File: src/hw/scocp_pkg.sv
// Overview of operation
// Delay timer starts at detect, alert lags
// Early trip clears alert before it shows
// Short circuit alert, fault after delay
// Short circuit delay setting decode table
// Short circuit trip opens discharge switch
// Short circuit trip opens charge switch
// Recovery time counts 1 to 255 seconds
// Recovery time zero disables timed recovery
// Short circuit clears after quiet recovery time
// Within threshold alert zero, latch count clears
// Trip clears alert, sets status, counts
// Latch limit sets latched, switches held off
// Host recovery command clears short circuit
// Charge threshold is two mV times value minus one
// Charge overcurrent needs its enable bit
// Charge alert at once, fault after delay
// Charge delay piecewise decode table
// Charge trip opens charge switch
// Zero recovery time: command recovers charge fault
// Charge status clears after recovery time
// Latched charge switch never reenabled autonomously
// Sixteen short circuit threshold levels
// Short circuit needs its enable bit
// Return below threshold clears alert, timer
// Clear lapse restarts recovery timer
package scocp_pkg;

  // ==========================================================
  // Timing
  localparam int MCLK_HZ = 20_000_000;
  localparam int US_PER_S = 1_000_000;
  localparam int US_CYC = MCLK_HZ / US_PER_S;
  localparam int ALERT_LAG_US = 50;
  localparam int ALERT_LAG_CYC = ALERT_LAG_US * US_CYC;
  localparam int LATCH_CLR_S = 5;

  // ==========================================================
  // Register offsets
  localparam logic [7:0] OFS_CTRL = 8'h00;
  localparam logic [7:0] OFS_SC_CFG = 8'h04;
  localparam logic [7:0] OFS_OCC_CFG = 8'h08;
  localparam logic [7:0] OFS_REC_CFG = 8'h0C;
  localparam logic [7:0] OFS_STATUS = 8'h10;
  localparam logic [7:0] OFS_CMD = 8'h14;

  // ==========================================================
  // Field positions
  localparam int F_SC_EN = 0;
  localparam int F_OCC_EN = 1;
  localparam int F_DSG_M_SC = 2;
  localparam int F_CHG_M_SC = 3;
  localparam int F_CHG_M_OCC = 4;
  localparam int F_CHG_REQ = 5;
  localparam int F_DSG_REQ = 6;
  localparam int CTRL_W = 7;
  localparam int F_SC_DLY = 8;
  localparam int F_HI_BYTE = 8;
  localparam int F_REC_SC = 16;
  localparam int F_REC_OCC = 17;
  localparam logic [15:0] SUBCMD_RECOVER = 16'h009B;

  // ==========================================================
  // Reset values
  localparam logic [CTRL_W-1:0] CTRL_RST = 7'h00;
  localparam logic [3:0] SC_THR_RST = 4'h0;
  localparam logic [3:0] SC_DLY_RST = 4'h0;
  localparam logic [7:0] OCC_THR_RST = 8'h02;
  localparam logic [7:0] CHARGE_OVERCURRENT_DELAY_RST = 8'h00;
  localparam logic [7:0] REC_TIME_RST = 8'h00;
  localparam logic [7:0] LATCH_LIM_RST = 8'h00;

  // ==========================================================
  // Threshold and delay tables
  localparam logic [9:0] SC_THR_MV [16] = '{10'h00A, 10'h014, 10'h028, 10'h03C,
    10'h050, 10'h064, 10'h07D, 10'h096, 10'h0AF, 10'h0C8, 10'h0FA, 10'h12C,
    10'h15E, 10'h190, 10'h1C2, 10'h1F4};
  localparam int SC_DLY_STEP_US = 15;
  localparam logic [3:0] SC_DLY_MAX_SEL = 4'hA;
  localparam int OCC_DLY0_US = 460;
  localparam int OCC_SEG_BASE_US [4] = '{1220, 22875, 181475, 498675};
  localparam int OCC_SEG_STEP_US [4] = '{305, 2440, 4880, 9770};

endpackage

File: src/hw/scocp_top.sv
// The implementer's own choices: strobed register access and the register offsets.
`timescale 1ns/10ps
`default_nettype none
module scocp_top
  import scocp_pkg::*;
#(
  parameter int SEC_US = US_PER_S,
  parameter int ALERT_LAG = ALERT_LAG_CYC
) (
  input wire logic MCLK,
  input wire logic RST,
  input wire logic [7:0] ADDR,
  input wire logic [31:0] WDATA,
  input wire logic WR,
  input wire logic RD,
  output logic [31:0] RDATA,
  input wire logic [11:0] SENSE_POS,
  input wire logic [11:0] SENSE_NEG,
  output logic CHG_SWITCH_ON,
  output logic DSG_SWITCH_ON,
  output logic CURRENT_LATCHED
);

  // ==========================================================
  // Delay decoders
  function automatic logic [12:0] sc_dly_us(input logic [3:0] sel);
    logic [3:0] s;
    s = (sel > SC_DLY_MAX_SEL) ? SC_DLY_MAX_SEL : sel;
    if (s == 4'h0) begin
      return 13'h0000;
    end
    return 13'(SC_DLY_STEP_US << (s - 4'h1));
  endfunction

  function automatic logic [20:0] charge_overcurrent_delay_us(input logic [7:0] sel);
    logic [7:0] m;
    logic [1:0] seg;
    m = sel - 8'h01;
    seg = m[7:6];
    if (sel == 8'h00) begin
      return 21'(OCC_DLY0_US);
    end
    return 21'(OCC_SEG_BASE_US[seg] + OCC_SEG_STEP_US[seg] * int'(m[5:0]));
  endfunction

  // ==========================================================
  // Configuration registers
  logic [CTRL_W-1:0] ctrl_q;
  logic [3:0] sc_thr_sel_q;
  logic [3:0] sc_dly_sel_q;
  logic [7:0] occ_thr_q;
  logic [7:0] charge_overcurrent_delay_q;
  logic [7:0] rec_time_q;
  logic [7:0] latch_lim_q;
  logic wr_ctrl;
  logic wr_sc;
  logic wr_occ;
  logic wr_rec;
  logic cmd_hit;
  logic rec_sc_cmd;
  logic rec_occ_cmd;

  assign wr_ctrl = WR && (ADDR == OFS_CTRL);
  assign wr_sc = WR && (ADDR == OFS_SC_CFG);
  assign wr_occ = WR && (ADDR == OFS_OCC_CFG);
  assign wr_rec = WR && (ADDR == OFS_REC_CFG);
  assign cmd_hit = WR && (ADDR == OFS_CMD) && (WDATA[15:0] == SUBCMD_RECOVER);
  assign rec_sc_cmd = cmd_hit && WDATA[F_REC_SC];
  assign rec_occ_cmd = cmd_hit && WDATA[F_REC_OCC];

  always_ff @(posedge MCLK) begin
    if (RST) begin
      ctrl_q <= CTRL_RST;
      sc_thr_sel_q <= SC_THR_RST;
      sc_dly_sel_q <= SC_DLY_RST;
      occ_thr_q <= OCC_THR_RST;
      charge_overcurrent_delay_q <= CHARGE_OVERCURRENT_DELAY_RST;
      rec_time_q <= REC_TIME_RST;
      latch_lim_q <= LATCH_LIM_RST;
    end else begin
      if (wr_ctrl) begin
        ctrl_q <= WDATA[CTRL_W-1:0];
      end
      if (wr_sc) begin
        sc_thr_sel_q <= WDATA[3:0];
        sc_dly_sel_q <= WDATA[F_SC_DLY +: 4];
      end
      if (wr_occ) begin
        occ_thr_q <= WDATA[7:0];
        charge_overcurrent_delay_q <= WDATA[F_HI_BYTE +: 8];
      end
      if (wr_rec) begin
        rec_time_q <= WDATA[7:0];
        latch_lim_q <= WDATA[F_HI_BYTE +: 8];
      end
    end
  end

  // ==========================================================
  // Microsecond and second enables
  logic [4:0] us_cnt_q;
  logic [19:0] sec_cnt_q;
  logic us_tick;
  logic sec_tick;

  assign us_tick = (us_cnt_q == 5'(US_CYC - 1));
  assign sec_tick = us_tick && (sec_cnt_q == 20'(SEC_US - 1));

  always_ff @(posedge MCLK) begin
    if (RST) begin
      us_cnt_q <= 5'h00;
      sec_cnt_q <= 20'h00000;
    end else begin
      us_cnt_q <= us_tick ? 5'h00 : us_cnt_q + 5'h01;
      if (sec_tick) begin
        sec_cnt_q <= 20'h00000;
      end else if (us_tick) begin
        sec_cnt_q <= sec_cnt_q + 20'h00001;
      end
    end
  end

  // ==========================================================
  // Threshold comparison
  logic [9:0] thr_sc;
  logic [8:0] thr_occ;
  logic over_sc;
  logic over_occ;
  logic det_sc;
  logic det_occ;

  assign thr_sc = SC_THR_MV[sc_thr_sel_q];
  assign thr_occ = (occ_thr_q == 8'h00) ? 9'h000 : {occ_thr_q, 1'b0} - 9'h001;
  assign over_sc = {1'b0, SENSE_NEG} > ({1'b0, SENSE_POS} + 13'(thr_sc));
  assign over_occ = {1'b0, SENSE_POS} > ({1'b0, SENSE_NEG} + 13'(thr_occ));
  assign det_sc = ctrl_q[F_SC_EN] && over_sc;
  assign det_occ = ctrl_q[F_OCC_EN] && over_occ;

  // ==========================================================
  // Detection delay timers
  logic [12:0] sc_us_q;
  logic [10:0] sc_lag_q;
  logic [20:0] occ_us_q;
  logic sc_st_q;
  logic occ_st_q;
  logic sc_run;
  logic occ_run;
  logic trip_sc;
  logic trip_occ;
  logic sc_lag_done;

  assign sc_run = det_sc && !sc_st_q;
  assign occ_run = det_occ && !occ_st_q;
  assign trip_sc = sc_run && (sc_us_q >= sc_dly_us(sc_dly_sel_q));
  assign trip_occ = occ_run && (occ_us_q >= charge_overcurrent_delay_us(charge_overcurrent_delay_q));
  assign sc_lag_done = (sc_lag_q >= 11'(ALERT_LAG));

  always_ff @(posedge MCLK) begin
    if (RST) begin
      sc_us_q <= 13'h0000;
      sc_lag_q <= 11'h000;
      occ_us_q <= 21'h000000;
    end else begin
      if (!sc_run) begin
        sc_us_q <= 13'h0000;
        sc_lag_q <= 11'h000;
      end else begin
        if (us_tick && (sc_us_q != 13'h1FFF)) begin
          sc_us_q <= sc_us_q + 13'h0001;
        end
        if (!sc_lag_done) begin
          sc_lag_q <= sc_lag_q + 11'h001;
        end
      end
      if (!occ_run) begin
        occ_us_q <= 21'h000000;
      end else if (us_tick && (occ_us_q != 21'h1FFFFF)) begin
        occ_us_q <= occ_us_q + 21'h000001;
      end
    end
  end

  // ==========================================================
  // Alerts
  logic sc_alert_q;
  logic occ_alert_q;

  always_ff @(posedge MCLK) begin
    if (RST) begin
      sc_alert_q <= 1'b0;
      occ_alert_q <= 1'b0;
    end else begin
      sc_alert_q <= sc_run && !trip_sc && sc_lag_done;
      occ_alert_q <= occ_run && !trip_occ;
    end
  end

  // ==========================================================
  // Recovery timers and safety status
  logic [7:0] sc_rec_q;
  logic [7:0] occ_rec_q;
  logic sc_rec_done;
  logic occ_rec_done;
  logic sc_st_d;
  logic occ_st_d;

  assign sc_rec_done = sc_st_q && !over_sc && (rec_time_q != 8'h00)
    && (sc_rec_q >= rec_time_q);
  assign occ_rec_done = occ_st_q && !over_occ && (rec_time_q != 8'h00)
    && (occ_rec_q >= rec_time_q);
  assign sc_st_d = trip_sc || (sc_st_q && !sc_rec_done && !rec_sc_cmd);
  assign occ_st_d = trip_occ || (occ_st_q && !occ_rec_done && !rec_occ_cmd);

  always_ff @(posedge MCLK) begin
    if (RST) begin
      sc_st_q <= 1'b0;
      occ_st_q <= 1'b0;
      sc_rec_q <= 8'h00;
      occ_rec_q <= 8'h00;
    end else begin
      sc_st_q <= sc_st_d;
      occ_st_q <= occ_st_d;
      if (!sc_st_q || over_sc) begin
        sc_rec_q <= 8'h00;
      end else if (sec_tick && (sc_rec_q != 8'hFF)) begin
        sc_rec_q <= sc_rec_q + 8'h01;
      end
      if (!occ_st_q || over_occ) begin
        occ_rec_q <= 8'h00;
      end else if (sec_tick && (occ_rec_q != 8'hFF)) begin
        occ_rec_q <= occ_rec_q + 8'h01;
      end
    end
  end

  // ==========================================================
  // Current fault latch
  logic [7:0] lat_cnt_q;
  logic [7:0] lat_cnt_d;
  logic [8:0] lat_sum;
  logic [2:0] quiet_q;
  logic quiet_done;
  logic any_fault;
  logic latched_q;
  logic latched_d;

  assign any_fault = sc_st_q || occ_st_q || trip_sc || trip_occ;
  assign quiet_done = (quiet_q == 3'(LATCH_CLR_S));
  assign lat_sum = {1'b0, lat_cnt_q} + 9'(trip_sc) + 9'(trip_occ);
  assign lat_cnt_d = (trip_sc || trip_occ) ? (lat_sum[8] ? 8'hFF : lat_sum[7:0])
    : ((quiet_done || cmd_hit) ? 8'h00 : lat_cnt_q);
  assign latched_d = ((latch_lim_q != 8'h00) && (lat_cnt_d >= latch_lim_q))
    || (latched_q && !cmd_hit);

  always_ff @(posedge MCLK) begin
    if (RST) begin
      lat_cnt_q <= 8'h00;
      quiet_q <= 3'h0;
      latched_q <= 1'b0;
    end else begin
      lat_cnt_q <= lat_cnt_d;
      latched_q <= latched_d;
      if (any_fault) begin
        quiet_q <= 3'h0;
      end else if (sec_tick && !quiet_done) begin
        quiet_q <= quiet_q + 3'h1;
      end
    end
  end

  // ==========================================================
  // Switch control
  logic lat_dsg;
  logic lat_chg;
  logic dsg_on_d;
  logic chg_on_d;
  logic dsg_on_q;
  logic chg_on_q;

  assign lat_dsg = latched_d && ctrl_q[F_DSG_M_SC];
  assign lat_chg = latched_d && (ctrl_q[F_CHG_M_SC] || ctrl_q[F_CHG_M_OCC]);
  assign dsg_on_d = ctrl_q[F_DSG_REQ] && !(sc_st_d && ctrl_q[F_DSG_M_SC])
    && !lat_dsg;
  assign chg_on_d = ctrl_q[F_CHG_REQ] && !(sc_st_d && ctrl_q[F_CHG_M_SC])
    && !(occ_st_d && ctrl_q[F_CHG_M_OCC]) && !lat_chg;

  always_ff @(posedge MCLK) begin
    if (RST) begin
      dsg_on_q <= 1'b0;
      chg_on_q <= 1'b0;
    end else begin
      dsg_on_q <= dsg_on_d;
      chg_on_q <= chg_on_d;
    end
  end

  assign DSG_SWITCH_ON = dsg_on_q;
  assign CHG_SWITCH_ON = chg_on_q;
  assign CURRENT_LATCHED = latched_q;

  // ==========================================================
  // Read back
  logic [31:0] status_word;
  logic [31:0] rd_mux;
  logic [31:0] rdata_q;

  assign status_word = {16'h0000, lat_cnt_q, 1'b0, dsg_on_q, chg_on_q, latched_q,
    occ_st_q, sc_st_q, occ_alert_q, sc_alert_q};
  assign rd_mux = (ADDR == OFS_CTRL) ? {25'h0000000, ctrl_q}
    : (ADDR == OFS_SC_CFG) ? {20'h00000, sc_dly_sel_q, 4'h0, sc_thr_sel_q}
    : (ADDR == OFS_OCC_CFG) ? {16'h0000, charge_overcurrent_delay_q, occ_thr_q}
    : (ADDR == OFS_REC_CFG) ? {16'h0000, latch_lim_q, rec_time_q}
    : (ADDR == OFS_STATUS) ? status_word
    : 32'h00000000;

  always_ff @(posedge MCLK) begin
    if (RST) begin
      rdata_q <= 32'h00000000;
    end else begin
      rdata_q <= RD ? rd_mux : 32'h00000000;
    end
  end

  assign RDATA = rdata_q;
endmodule
`default_nettype wire

File: config.mk
export PLATFORM = sky130hd
export DESIGN_NAME = scocp_top
export DESIGN_NICKNAME = d
export VERILOG_FILES = /design/src/hw/scocp_pkg.sv /design/src/hw/scocp_top.sv
export SDC_FILE = /design/constraint.sdc
export NUM_CORES = 1
export LEC_CHECK = 0
export BUFFER_PORTS_ARGS = -buffer_cell sky130_fd_sc_hd__buf_2
export CORE_MARGIN = 2
export CORE_UTILIZATION = 40
export DETAILED_ROUTE_END_ITERATION = 10
export GPL_TIMING_DRIVEN = 1
export HOLD_SLACK_MARGIN = 0.05
export SETUP_SLACK_MARGIN = 0.5
export SLEW_MARGIN = 30
export SYNTH_ARGS = -nofsm -noshare
export SYNTH_HDL_FRONTEND = slang
export SYNTH_SLANG_ARGS = --single-unit
File: constraint.sdc
create_clock -name MCLK -period 25.2 [get_ports MCLK]
set_input_delay 1.26 -clock MCLK [delete_from_list [all_inputs] [get_ports MCLK]]
set_output_delay 1.26 -clock MCLK [all_outputs]
set_load 0.01 [all_outputs]
==> flow_summary.json, run 1 <==
{
  "num_vias": 11798,
  "slew_headroom_pct": 44.7,
  "synth-seq-cells": 167,
  "p_sw_share_pct": 31.6,
  "pwr_density_cell_mw_per_mm2": 43.0,
  "ant_nets": 0,
  "dr.pass1.iters": 5,
  "cts_buffers": 17,
  "grt_use_total_pct": 19.4,
  "critPathKind": "reg2reg",
  "ir_worst_vdd_mv": 0.0509,
  "ff_latch_area_mm2": 0.00334,
  "drcViolationCount": 0,
  "clock-sinks": 167,
  "arrival_ns": 12.40,
  "synth.top_cells.by_count": "nor2_1 (245), ha_1 (187), dfxtp_1 (167)",
  "post-synth-top-count-cell": "nor2_1",
  "rows": 68,
  "hold_viol": 0,
  "cts_setup_buffers": 0,
  "startpoint_type": "flip-flop",
  "dr_wl_met2_um": 17000,
  "htreeDepth": 4,
  "r2r_cells": 49,
  "cp.required_ns": 25.58,
  "period_share_pct": 47.7,
  "clockBufferDepth": 2,
  "io_pins": 103,
  "worstMarginPinSlew_ns": 0.830,
  "crit_top_cell": "inv_1",
  "fill_cells": 3499,
  "die_h_um": 192,
  "design_area_mm2": 0.0154,
  "hold_slack_ns": 0.463,
  "fin_cells": 2228,
  "drt-met1-wl_um": 16000,
  "core_mm2": 0.0346,
  "power_frac_seq_pct": 40.0,
  "antenna_found_initial": 4,
  "finalMaxSlewViolations": 0,
  "synth_top_area_cell": "dfxtp_1",
  "clockRootBuffer": "clkbuf_16",
  "p_total_mw": 0.662,
  "rr_startpoint": "charge_overcurrent_delay_q[3]",
  "clkTransAtPathRegs_ns": 0.08,
  "routed_via_density": 5.30,
  "port_buffers": 72,
  "wl_per_cell_um": 15.8,
  "crit_path_start": "charge_overcurrent_delay_q[3]",
  "hold_path_startpoint": "sc_lag_q[10]",
  "cp_max_fo": 11,
  "fin_nets": 2065,
  "final-setup-viol-count": 0,
  "rsz0062_at_grt": "no",
  "wl_met3_um": 1570,
  "rrSetupSlack_ns": 13.19,
  "finClkSkew_ns": 0.0145,
  "hold_path_depth": 2,
  "drive_gt1_share_pct": 8.70,
  "finalSetupTns_ns": 0,
  "grt_max_degree": 60,
  "top_layer": "met5",
  "start_util_pct": 40.7,
  "hold_buffers": 0,
  "power.share.clock_pct": 40.7,
  "grt_pass1_vias": 11227,
  "finalWirelength_um": 35200,
  "netlist_top_cells_area": "dfxtp_1 (24%), ha_1 (17%), fa_1 (7.4%)",
  "ys_seq_area_share_pct": 23.7,
  "place_area_mm2": 0.0148,
  "reg2reg_to": "CHG_SWITCH_ON",
  "hold_end": "sc_lag_q[10]",
  "overflow": 0,
  "syn_area_mm2": 0.0141,
  "chipWidth_um": 192,
  "synth.distinct_cells": 91,
  "syn_avg_cell_area_um2": 8.24,
  "multi_input_area_mm2": 0.00992,
  "slowest_delay_ns": 0.61,
  "clkLatencyLatePin_ns": 0.44,
  "die_area_mm2": 0.0367,
  "synth-async-reset-ratio_pct": 0,
  "synthToLayoutAreaGrowth_pct": 9.30,
  "worstSetupEndpointType": "flip-flop",
  "timing.fmax_ghz": 0.0832,
  "synth_top_cell_area_share_pct": 23.7,
  "grt_first_pass_wirelength_um": 56900,
  "drt_iter0_markers": 652,
  "leakage_nw": 6.43,
  "syn_inst": 1710,
  "slowest_stage": "or4_4",
  "cts_tree": "yes",
  "dp_cells": 2194,
  "yosys_warnings": 0,
  "synth_edf_count": 0,
  "ys.flop_type": "dfxtp_1",
  "dp_hpwl_um": 27700,
  "cts_resized": 0,
  "min_path_type": "reg2reg",
  "p_int_mw": 0.452,
  "p_comb_share_pct": 19.3,
  "finalCriticalPeriod_ns": 12.01,
  "maxCapViolCount": 0,
  "globalplace.congestion": 0.853,
  "switchingPower_mw": 0.209,
  "outcome": "finished clean"
}
## area by class of cell
class / instances / share of cell area, %
diodes: 2 / 0.0325
multi-input cells: 1350 / 64.5
flip-flops and latches: 167 / 21.7
well taps: 455 / 3.70
repair buffers: 81 / 2.78
inverters: 141 / 3.44
clock buffers: 17 / 2.76
clock inverters: 15 / 1.11
## power by group through the flow
stage / sequential, mW / clock (mW) / combinational, mW
after floorplan: 0.271 / 0 / 0.0974
after global placement: 0.271 / 0 / 0.124
after detailed placement: 0.271 / 0 / 0.127
after CTS: 0.265 / 0.275 / 0.128
after global routing: 0.265 / 0.287 / 0.144
final: 0.265 / 0.269 / 0.128
## state kept, by name, indices dropped and copies added (netlist names), 3 cells and up
name	flops
ctrl_q	7
sc_us_q	13
us_cnt_q	5
lat_cnt_q	8
occ_rec_q	8
sec_cnt_q	20
sc_dly_sel_q	4
sc_lag_q	11
quiet_q	3
sc_thr_sel_q	4
sc_rec_q	8
occ_us_q	21
RDATA	16
occ_thr_q	8
rec_time_q	8
latch_lim_q	8
charge_overcurrent_delay_q	8
## metrics by stage
stage | worst slack, ns | utilization, %
global route | 12.30 | 44.4
floorplan | 14.56 | -
CTS | 13.19 | 44.4
detailed placement | 13.22 | 42.7
global placement | 13.26 | 42.7
finish | 13.19 | 44.5
## critical path, delay by kind of cell, from the launching register on
kind	cells	cell delay [ns]
fa+ha+maj	10	3.79
flops	1	0.41
compound gates	14	2.65
buf+inv	9	1.16
xor+xnor	2	0.25
simple gates	14	3.64
## logic make-up (layout without fill, tap and decap cells)
| kind of cell | Yosys count | after routing | share of synthesized area [%] |
|---|---|---|---|
| XOR/XNOR | 118 | 118 | 7.39 |
| AO/OA/AOI/OAI | 295 | 295 | 13.9 |
| AND/OR/NAND/NOR | 646 | 646 | 22.0 |
| other | 1 | 18 | 0.0266 |
| flip-flops | 167 | 167 | 23.7 |
| buffers and inverters | 208 | 254 | 6.25 |
| adder cells (fa/ha/maj) | 239 | 239 | 24.0 |
| multiplexers | 36 | 36 | 2.67 |
## per-layer routing
| metal | vias up | track usage, % |
|---|---|---|
| li1 | 5965 | - |
| met5 | - | 0 |
| met1 | 5533 | 25.4 |
| met2 | 255 | 33.0 |
| met4 | 4 | 5.27 |
| met3 | 41 | 3.09 |
## worst max path at each step
stage               cells after the start            end
finish                                 49  CHG_SWITCH_ON
global route                           47  CHG_SWITCH_ON
CTS                                    47  CHG_SWITCH_ON
detailed placement                     47  CHG_SWITCH_ON
global placement                       46  CHG_SWITCH_ON
floorplan                              52  CHG_SWITCH_ON
## placed cells by master (no fill, tap or decap), types with 9 or more instances in the layout
cell type and n:
nor4_1 12, a21o_1 20, buf_4 9, nand4_1 29
o21ai_0 44, inv_1 138, nand3_1 64, fa_1 52
and3_1 21, nor2b_1 12, buf_2 72, a22oi_1 18
nand2b_1 18, clkbuf_16 17, conb_1 16, a211oi_1 9
a31oi_1 11, mux2i_1 33, xor2_1 60, nor2_1 245
dfxtp_1 167, or3_1 11, nand2_1 147, ha_1 187
and2_1 14, xnor2_1 57, a21oi_1 114, nor3_1 26
Power figures use the tool's default switching activity.
==> run 2: changes to the inputs <==
--- a/config.mk
+++ b/config.mk
@@ -5,6 +5,7 @@
 export SDC_FILE = /design/constraint.sdc
 export NUM_CORES = 1
 export LEC_CHECK = 0
+export ABC_AREA = 1
 export BUFFER_PORTS_ARGS = -buffer_cell sky130_fd_sc_hd__buf_2
 export CORE_MARGIN = 2
 export CORE_UTILIZATION = 40
==> constraint.sdc (replaced) <==
create_clock -name MCLK -period 12.05 [get_ports MCLK]
set_input_delay 0.6025 -clock MCLK [delete_from_list [all_inputs] [get_ports MCLK]]
set_output_delay 0.6025 -clock MCLK [all_outputs]
set_load 0.01 [all_outputs]
==> flow_summary.json, run 2 <==
{
  "port_buffers": 72,
  "syn_area_mm2": 0.0146,
  "post-synth-top-count-cell": "nand2_1",
  "arrival_ns": 10.81,
  "mostFrequentLayoutCells": "nand2_1 (365), inv_1 (314), nor2_1 (224), a21oi_1 (203), ha_1 (186)",
  "slew_headroom_pct": 34.7,
  "htreeDepth": 4,
  "crit_top_cell": "nand2_1",
  "worstMarginPinSlew_ns": 0.976,
  "cts_buffers": 17,
  "rrSetupSlack_ns": 1.58,
  "clkLatencyLatePin_ns": 0.45,
  "largest_register_ff_count": 21,
  "cts_resized": 0,
  "syn_inst": 2051,
  "worstSetupEndpointType": "flip-flop",
  "antenna_found_initial": 1,
  "overflow": 0,
  "netlist_top_cells_area": "dfxtp_1 (23%), ha_1 (16%), nand2_1 (9.4%)",
  "die_h_um": 195,
  "clock-sinks": 167,
  "dr.pass1.iters": 5,
  "chipWidth_um": 195,
  "synth_top_area_cell": "dfxtp_1",
  "startpoint_type": "flip-flop",
  "r2r_cells": 58,
  "clockBufferDepth": 2,
  "cp_max_fo": 13,
  "grt_use_met1_pct": 27.0,
  "ys_seq_area_share_pct": 23.0,
  "pre_cts_slack_ns": 1.06,
  "clockRootBuffer": "clkbuf_16",
  "switchingPower_mw": 0.506,
  "synth.distinct_cells": 59,
  "grt.busiest_layer": "met2",
  "power.share.clock_pct": 37.8,
  "clkTransAtPathRegs_ns": 0.08,
  "cts_tree": "yes",
  "rr_startpoint": "charge_overcurrent_delay_q[0]",
  "hold_end": "latch_lim_q[6]",
  "maxCapViolCount": 0,
  "drt_iter0_markers": 900,
  "synth-async-reset-ratio_pct": 0,
  "hold_buffers": 0,
  "outcome": "finished clean",
  "finalCriticalPeriod_ns": 10.47,
  "regMostFlops": "occ_us_q",
  "synth_top_cell_area_share_pct": 23.0,
  "num_vias": 13330,
  "drive_gt1_share_pct": 8.12,
  "drcViolationCount": 0,
  "met2_usage_pct": 35.3,
  "final.setup.worst_slack_ns": 1.58,
  "finalSetupTns_ns": 0,
  "cts_setup_buffers": 0,
  "mostFrequentLayoutCell": "nand2_1",
  "slowest_delay_ns": 0.54,
  "ant_nets": 0,
  "finalWirelength_um": 38600,
  "ir_worst_vdd_mv": 0.0966,
  "routed_via_density": 5.14,
  "syn_avg_cell_area_um2": 7.09,
  "core_mm2": 0.0357,
  "grt_pass1_vias": 12413,
  "fin_nets": 2425,
  "wl_per_cell_um": 14.9,
  "hold_path_startpoint": "WDATA[14]",
  "p_sw_share_pct": 33.9,
  "hold_viol": 0,
  "die_area_mm2": 0.0379,
  "synthToLayoutAreaGrowth_pct": 9.74,
  "fill_cells": 3629,
  "synth.top_cells.by_count": "nand2_1 (365), inv_1 (314), nor2_1 (225)",
  "grt_use_total_pct": 20.3,
  "period_share_pct": 86.9,
  "hold_path_depth": 3,
  "p_comb_share_pct": 25.1,
  "final-setup-viol-count": 0,
  "synth-seq-cells": 167,
  "slowest_stage": "fa_1",
  "min_path_type": "in2reg",
  "num_antenna_cells": 0,
  "power_frac_seq_pct": 37.1,
  "grt_first_pass_wirelength_um": 62600,
  "grt_max_degree": 40,
  "dp_hpwl_um": 31400,
  "leakage_nw": 7.26,
  "pwr_density_cell_mw_per_mm2": 93.6,
  "rows": 69,
  "finClkSkew_ns": 0.0146,
  "reg2reg_to": "DSG_SWITCH_ON",
  "synth_edf_count": 0,
  "io_pins": 103,
  "p_int_mw": 0.988,
  "grtUsageMet3_pct": 2.46,
  "rsz0062_at_grt": "no",
  "dp_cells": 2559,
  "start_util_pct": 40.8,
  "timing.fmax_ghz": 0.0955,
  "cp.required_ns": 12.39,
  "fin_cells": 2592,
  "globalplace.congestion": 0.920,
  "yosys_warnings": 0,
  "ys.flop_type": "dfxtp_1",
  "finalMaxSlewViolations": 0,
  "critPathKind": "reg2reg"
}
==> run 2: cell types whose count changed in the layout (fill, tap and decap cells not counted), sizes merged, moves of 19 or more <==
cell   change
xnor2     -41
nand2    +218
inv      +179
or2       +22
nand4     +19
o21ai     +69
and3      -22
a21oi     +86
nor3      +23
mux2i     -33
==> run 2: kinds of logic after synthesis <==
group / after synthesis / synth area share (%)
buffers and inverters: 370 / 10.2
flip-flops: 167 / 23.0
AND/OR/NAND/NOR: 828 / 25.5
adder cells (fa/ha/maj): 239 / 23.2
AO/OA/AOI/OAI: 378 / 14.0
other: 1 / 0.0258
XOR/XNOR: 68 / 4.14
==> run 2: per-stage QoR <==
step / power (mW) / hold slack, ns / utilization (%) / area (um2)
after CTS: 1.51 / 0.430 / 44.7 / 15900
after global routing: 1.59 / 0.459 / 44.8 / 16000
final: 1.49 / 0.446 / 44.8 / 16000
after global placement: 0.936 / 0.429 / 43.0 / 15300
after floorplan: 0.851 / 0.416 / - / 14600
after detailed placement: 0.943 / 0.438 / 43.0 / 15300
==> run 2: worst max-delay path by stage <==
| stage | start | to | slack (ns) | cells after the start |
|---|---|---|---|---|
| finish | charge_overcurrent_delay_q[0] | DSG_SWITCH_ON | 1.58 | 58 |
| floorplan | charge_overcurrent_delay_q[0] | CHG_SWITCH_ON | 2.65 | 61 |
| detailed placement | charge_overcurrent_delay_q[0] | DSG_SWITCH_ON | 1.06 | 58 |
| global placement | charge_overcurrent_delay_q[0] | DSG_SWITCH_ON | 1.26 | 58 |
| CTS | charge_overcurrent_delay_q[0] | DSG_SWITCH_ON | 0.95 | 58 |
| global route | charge_overcurrent_delay_q[0] | CHG_SWITCH_ON | 0.53 | 61 |
==> run 2: per-layer routing <==
layer | share of wire [%] | wire, um | vias to the layer above
met1 | 47 | 18200 | 6215
met2 | 48 | 18500 | 238
met5 | 0.034 | 13 | -
met4 | 1.2 | 473 | 2
li1 | - | - | 6841
met3 | 3.5 | 1360 | 34
==> run 2: layout make-up <==
cell class	instances	area, um2	area share, %
Tap cell	461	577	3.61
Sequential cell	167	3340	20.9
Timing Repair Buffer	80	424	2.66
Clock inverter	15	183	1.14
Inverter	323	1220	7.62
Multi-Input combinational cell	1529	9800	61.4
Clock buffer	17	425	2.66
==> run 2: worst max-delay path, delay by kind of cell (launching register included) <==
family,cells,cell delay [ns]
adder cells (fa/ha/maj),10,4.03
AND/OR/NAND/NOR,23,2.81
XOR/XNOR,1,0.25
AO/OA/AOI/OAI,12,1.41
buffers and inverters,12,1.30
flip-flops,1,0.50
==> run 2: power groups by stage <==
stage / Combinational, mW / Clock, mW / Sequential (mW)
after floorplan: 0.284 / 0 / 0.567
after global placement: 0.370 / 0 / 0.567
after detailed placement: 0.376 / 0 / 0.567
after CTS: 0.378 / 0.577 / 0.554
after global routing: 0.435 / 0.601 / 0.554
final: 0.375 / 0.565 / 0.554
==> run 3: changes to the inputs <==
--- a/config.mk
+++ b/config.mk
@@ -9,10 +9,11 @@
 export BUFFER_PORTS_ARGS = -buffer_cell sky130_fd_sc_hd__buf_2
 export CORE_MARGIN = 2
 export CORE_UTILIZATION = 40
+export CTS_BUF_LIST = sky130_fd_sc_hd__clkbuf_4 sky130_fd_sc_hd__clkbuf_8
 export DETAILED_ROUTE_END_ITERATION = 10
 export GPL_TIMING_DRIVEN = 1
 export HOLD_SLACK_MARGIN = 0.05
-export SETUP_SLACK_MARGIN = 0.5
+export SETUP_SLACK_MARGIN = 0.2
 export SLEW_MARGIN = 30
 export SYNTH_ARGS = -nofsm -noshare
 export SYNTH_HDL_FRONTEND = slang
==> constraint.sdc (replaced) <==
create_clock -name MCLK -period 12.05 [get_ports MCLK]
set_input_delay 0.6025 -clock MCLK [delete_from_list [all_inputs] [get_ports MCLK]]
set_output_delay 0.6025 -clock MCLK [all_outputs]
set_load 0.02 [all_outputs]
==> flow_summary.json, run 3 (synthesis results as in run 2) <==
{
  "outcome": "finished clean",
  "rr_startpoint": "charge_overcurrent_delay_q[0]",
  "hold_path_startpoint": "WDATA[14]",
  "period_share_pct": 89.0,
  "finalWirelength_um": 38400,
  "crit_path_start": "charge_overcurrent_delay_q[0]",
  "largest_register_ff_count": 21,
  "min_path_type": "in2reg",
  "reg2reg_to": "DSG_SWITCH_ON",
  "port_buffers": 72,
  "leakage_nw": 7.17,
  "fin_nets": 2425,
  "final-setup-viol-count": 0,
  "finClkSkew_ns": 0.0276,
  "worstMarginPinSlew_ns": 0.991,
  "mostFrequentLayoutCells": "nand2_1 (365), inv_1 (314), nor2_1 (225), a21oi_1 (203), ha_1 (186)",
  "critPathKind": "reg2reg",
  "slowest_delay_ns": 0.55,
  "ant_nets": 0,
  "top_layer": "met5",
  "drt-met1-wl_um": 18300,
  "clkLatencyLatePin_ns": 0.50,
  "timing.fmax_ghz": 0.0932,
  "final.setup.worst_slack_ns": 1.32,
  "post-route-util_pct": 44.2,
  "mostFrequentLayoutCell": "nand2_1",
  "overflow": 0,
  "drcViolationCount": 0,
  "worstSetupEndpointType": "flip-flop",
  "slew_headroom_pct": 33.7,
  "num_antenna_cells": 0,
  "dr.pass1.iters": 5,
  "clock-sinks": 167,
  "arrival_ns": 11.12,
  "ff_latch_area_mm2": 0.00334,
  "num_vias": 13303,
  "hold_viol": 0,
  "cts_buffers": 17,
  "ir_worst_vdd_mv": 0.0639,
  "critPathTopFamily": "adder cells",
  "grt_use_total_pct": 20.3,
  "globalplace.congestion": 0.920,
  "drt_iter0_markers": 637,
  "critPathBufInv": 12,
  "finalMaxSlewViolations": 0,
  "routed_via_density": 5.13,
  "dr_wl_met2_um": 18300,
  "antenna_found_initial": 1,
  "startpoint_type": "flip-flop",
  "maxCapViolCount": 0,
  "cts_resized": 0,
  "drive_gt1_share_pct": 8.07,
  "rsz0062_at_grt": "no",
  "cp_max_fo": 13,
  "io_pins": 103,
  "r2r_cells": 58,
  "htreeDepth": 4,
  "cts_setup_buffers": 0,
  "fill_cells": 3662,
  "chipWidth_um": 195,
  "cp_num_cells": 58,
  "grt_first_pass_wirelength_um": 62300,
  "crit_top_cell": "nand2_1",
  "hold_buffers": 0,
  "slowest_stage": "fa_1",
  "cts_tree": "yes",
  "wl_per_cell_um": 14.8,
  "die_area_mm2": 0.0379,
  "clockRootBuffer": "clkbuf_8",
  "synthToLayoutAreaGrowth_pct": 8.39,
  "start_util_pct": 40.8,
  "pre_cts_slack_ns": 1.06,
  "grt_max_degree": 40,
  "p_total_mw": 1.36,
  "regMostFlops": "occ_us_q",
  "setup.worst_path.end": "DSG_SWITCH_ON",
  "rows": 69,
  "core_mm2": 0.0357,
  "multi_input_area_mm2": 0.00980,
  "wl_met3_um": 1280,
  "finalCriticalPeriod_ns": 10.73,
  "finalSetupTns_ns": 0,
  "rrSetupSlack_ns": 1.32,
  "grt_pass1_vias": 12381,
  "dp_hpwl_um": 31400,
  "clockBufferDepth": 2,
  "cp.required_ns": 12.44,
  "pwr_density_cell_mw_per_mm2": 86.2,
  "clkTransAtPathRegs_ns": 0.12,
  "die_h_um": 195
}
-- run 3: changes by cell type in the layout (fill, tap and decap cells not counted) --
cell and delta:
inv_2 +1, clkbuf_16 -17, nor2_2 -1, inv_4 -1, nor2_1 +1, clkbuf_8 +17
-- run 3: per-layer routing --
layer,vias up,GRT usage (%)
met5,-,0
met4,2,4.64
met3,41,2.62
met2,243,35.0
met1,6174,26.9
li1,6843,-
-- run 3: worst min-delay path: stages --
cell	delay [ns]
buf_2	0.11
inv_1	0.07
a21oi_1	0.06
-- run 3: final cells by class --
class	count	area share [%]
timing repair buffer	80	2.69
sequential	167	21.2
multi-input combinational	1529	62.1
inverter	323	7.69
tap	461	3.66
clock inverter	15	1.16
clock buffer	17	1.48
-- run 3: how the worst min path moves through the flow --
stage                     slack, ns              to  depth (start not counted)
after floorplan                0.42    sc_lag_q[10]                          2
after global placement         0.43    sc_lag_q[10]                          2
after detailed placement       0.44     us_cnt_q[0]                          1
after CTS                      0.37  latch_lim_q[6]                          3
after global routing           0.39  latch_lim_q[5]                          3
final                          0.39  latch_lim_q[6]                          3
-- run 3: where the power goes --
part           total (mW)  switching (mW)  internal, mW
combinational       0.378           0.240         0.138
clock               0.428           0.252         0.176
sequential          0.554         0.00125         0.553
total                1.36           0.493         0.866
-- run 3: through the flow --
step | area (um2) | hold WS, ns | std cells
floorplan | 14600 | 0.416 | 2066
global placement | 15300 | 0.429 | 2559
detailed placement | 15300 | 0.438 | 2559
CTS | 15800 | 0.368 | 2591
global route | 15800 | 0.389 | 2592
finish | 15800 | 0.389 | 2592
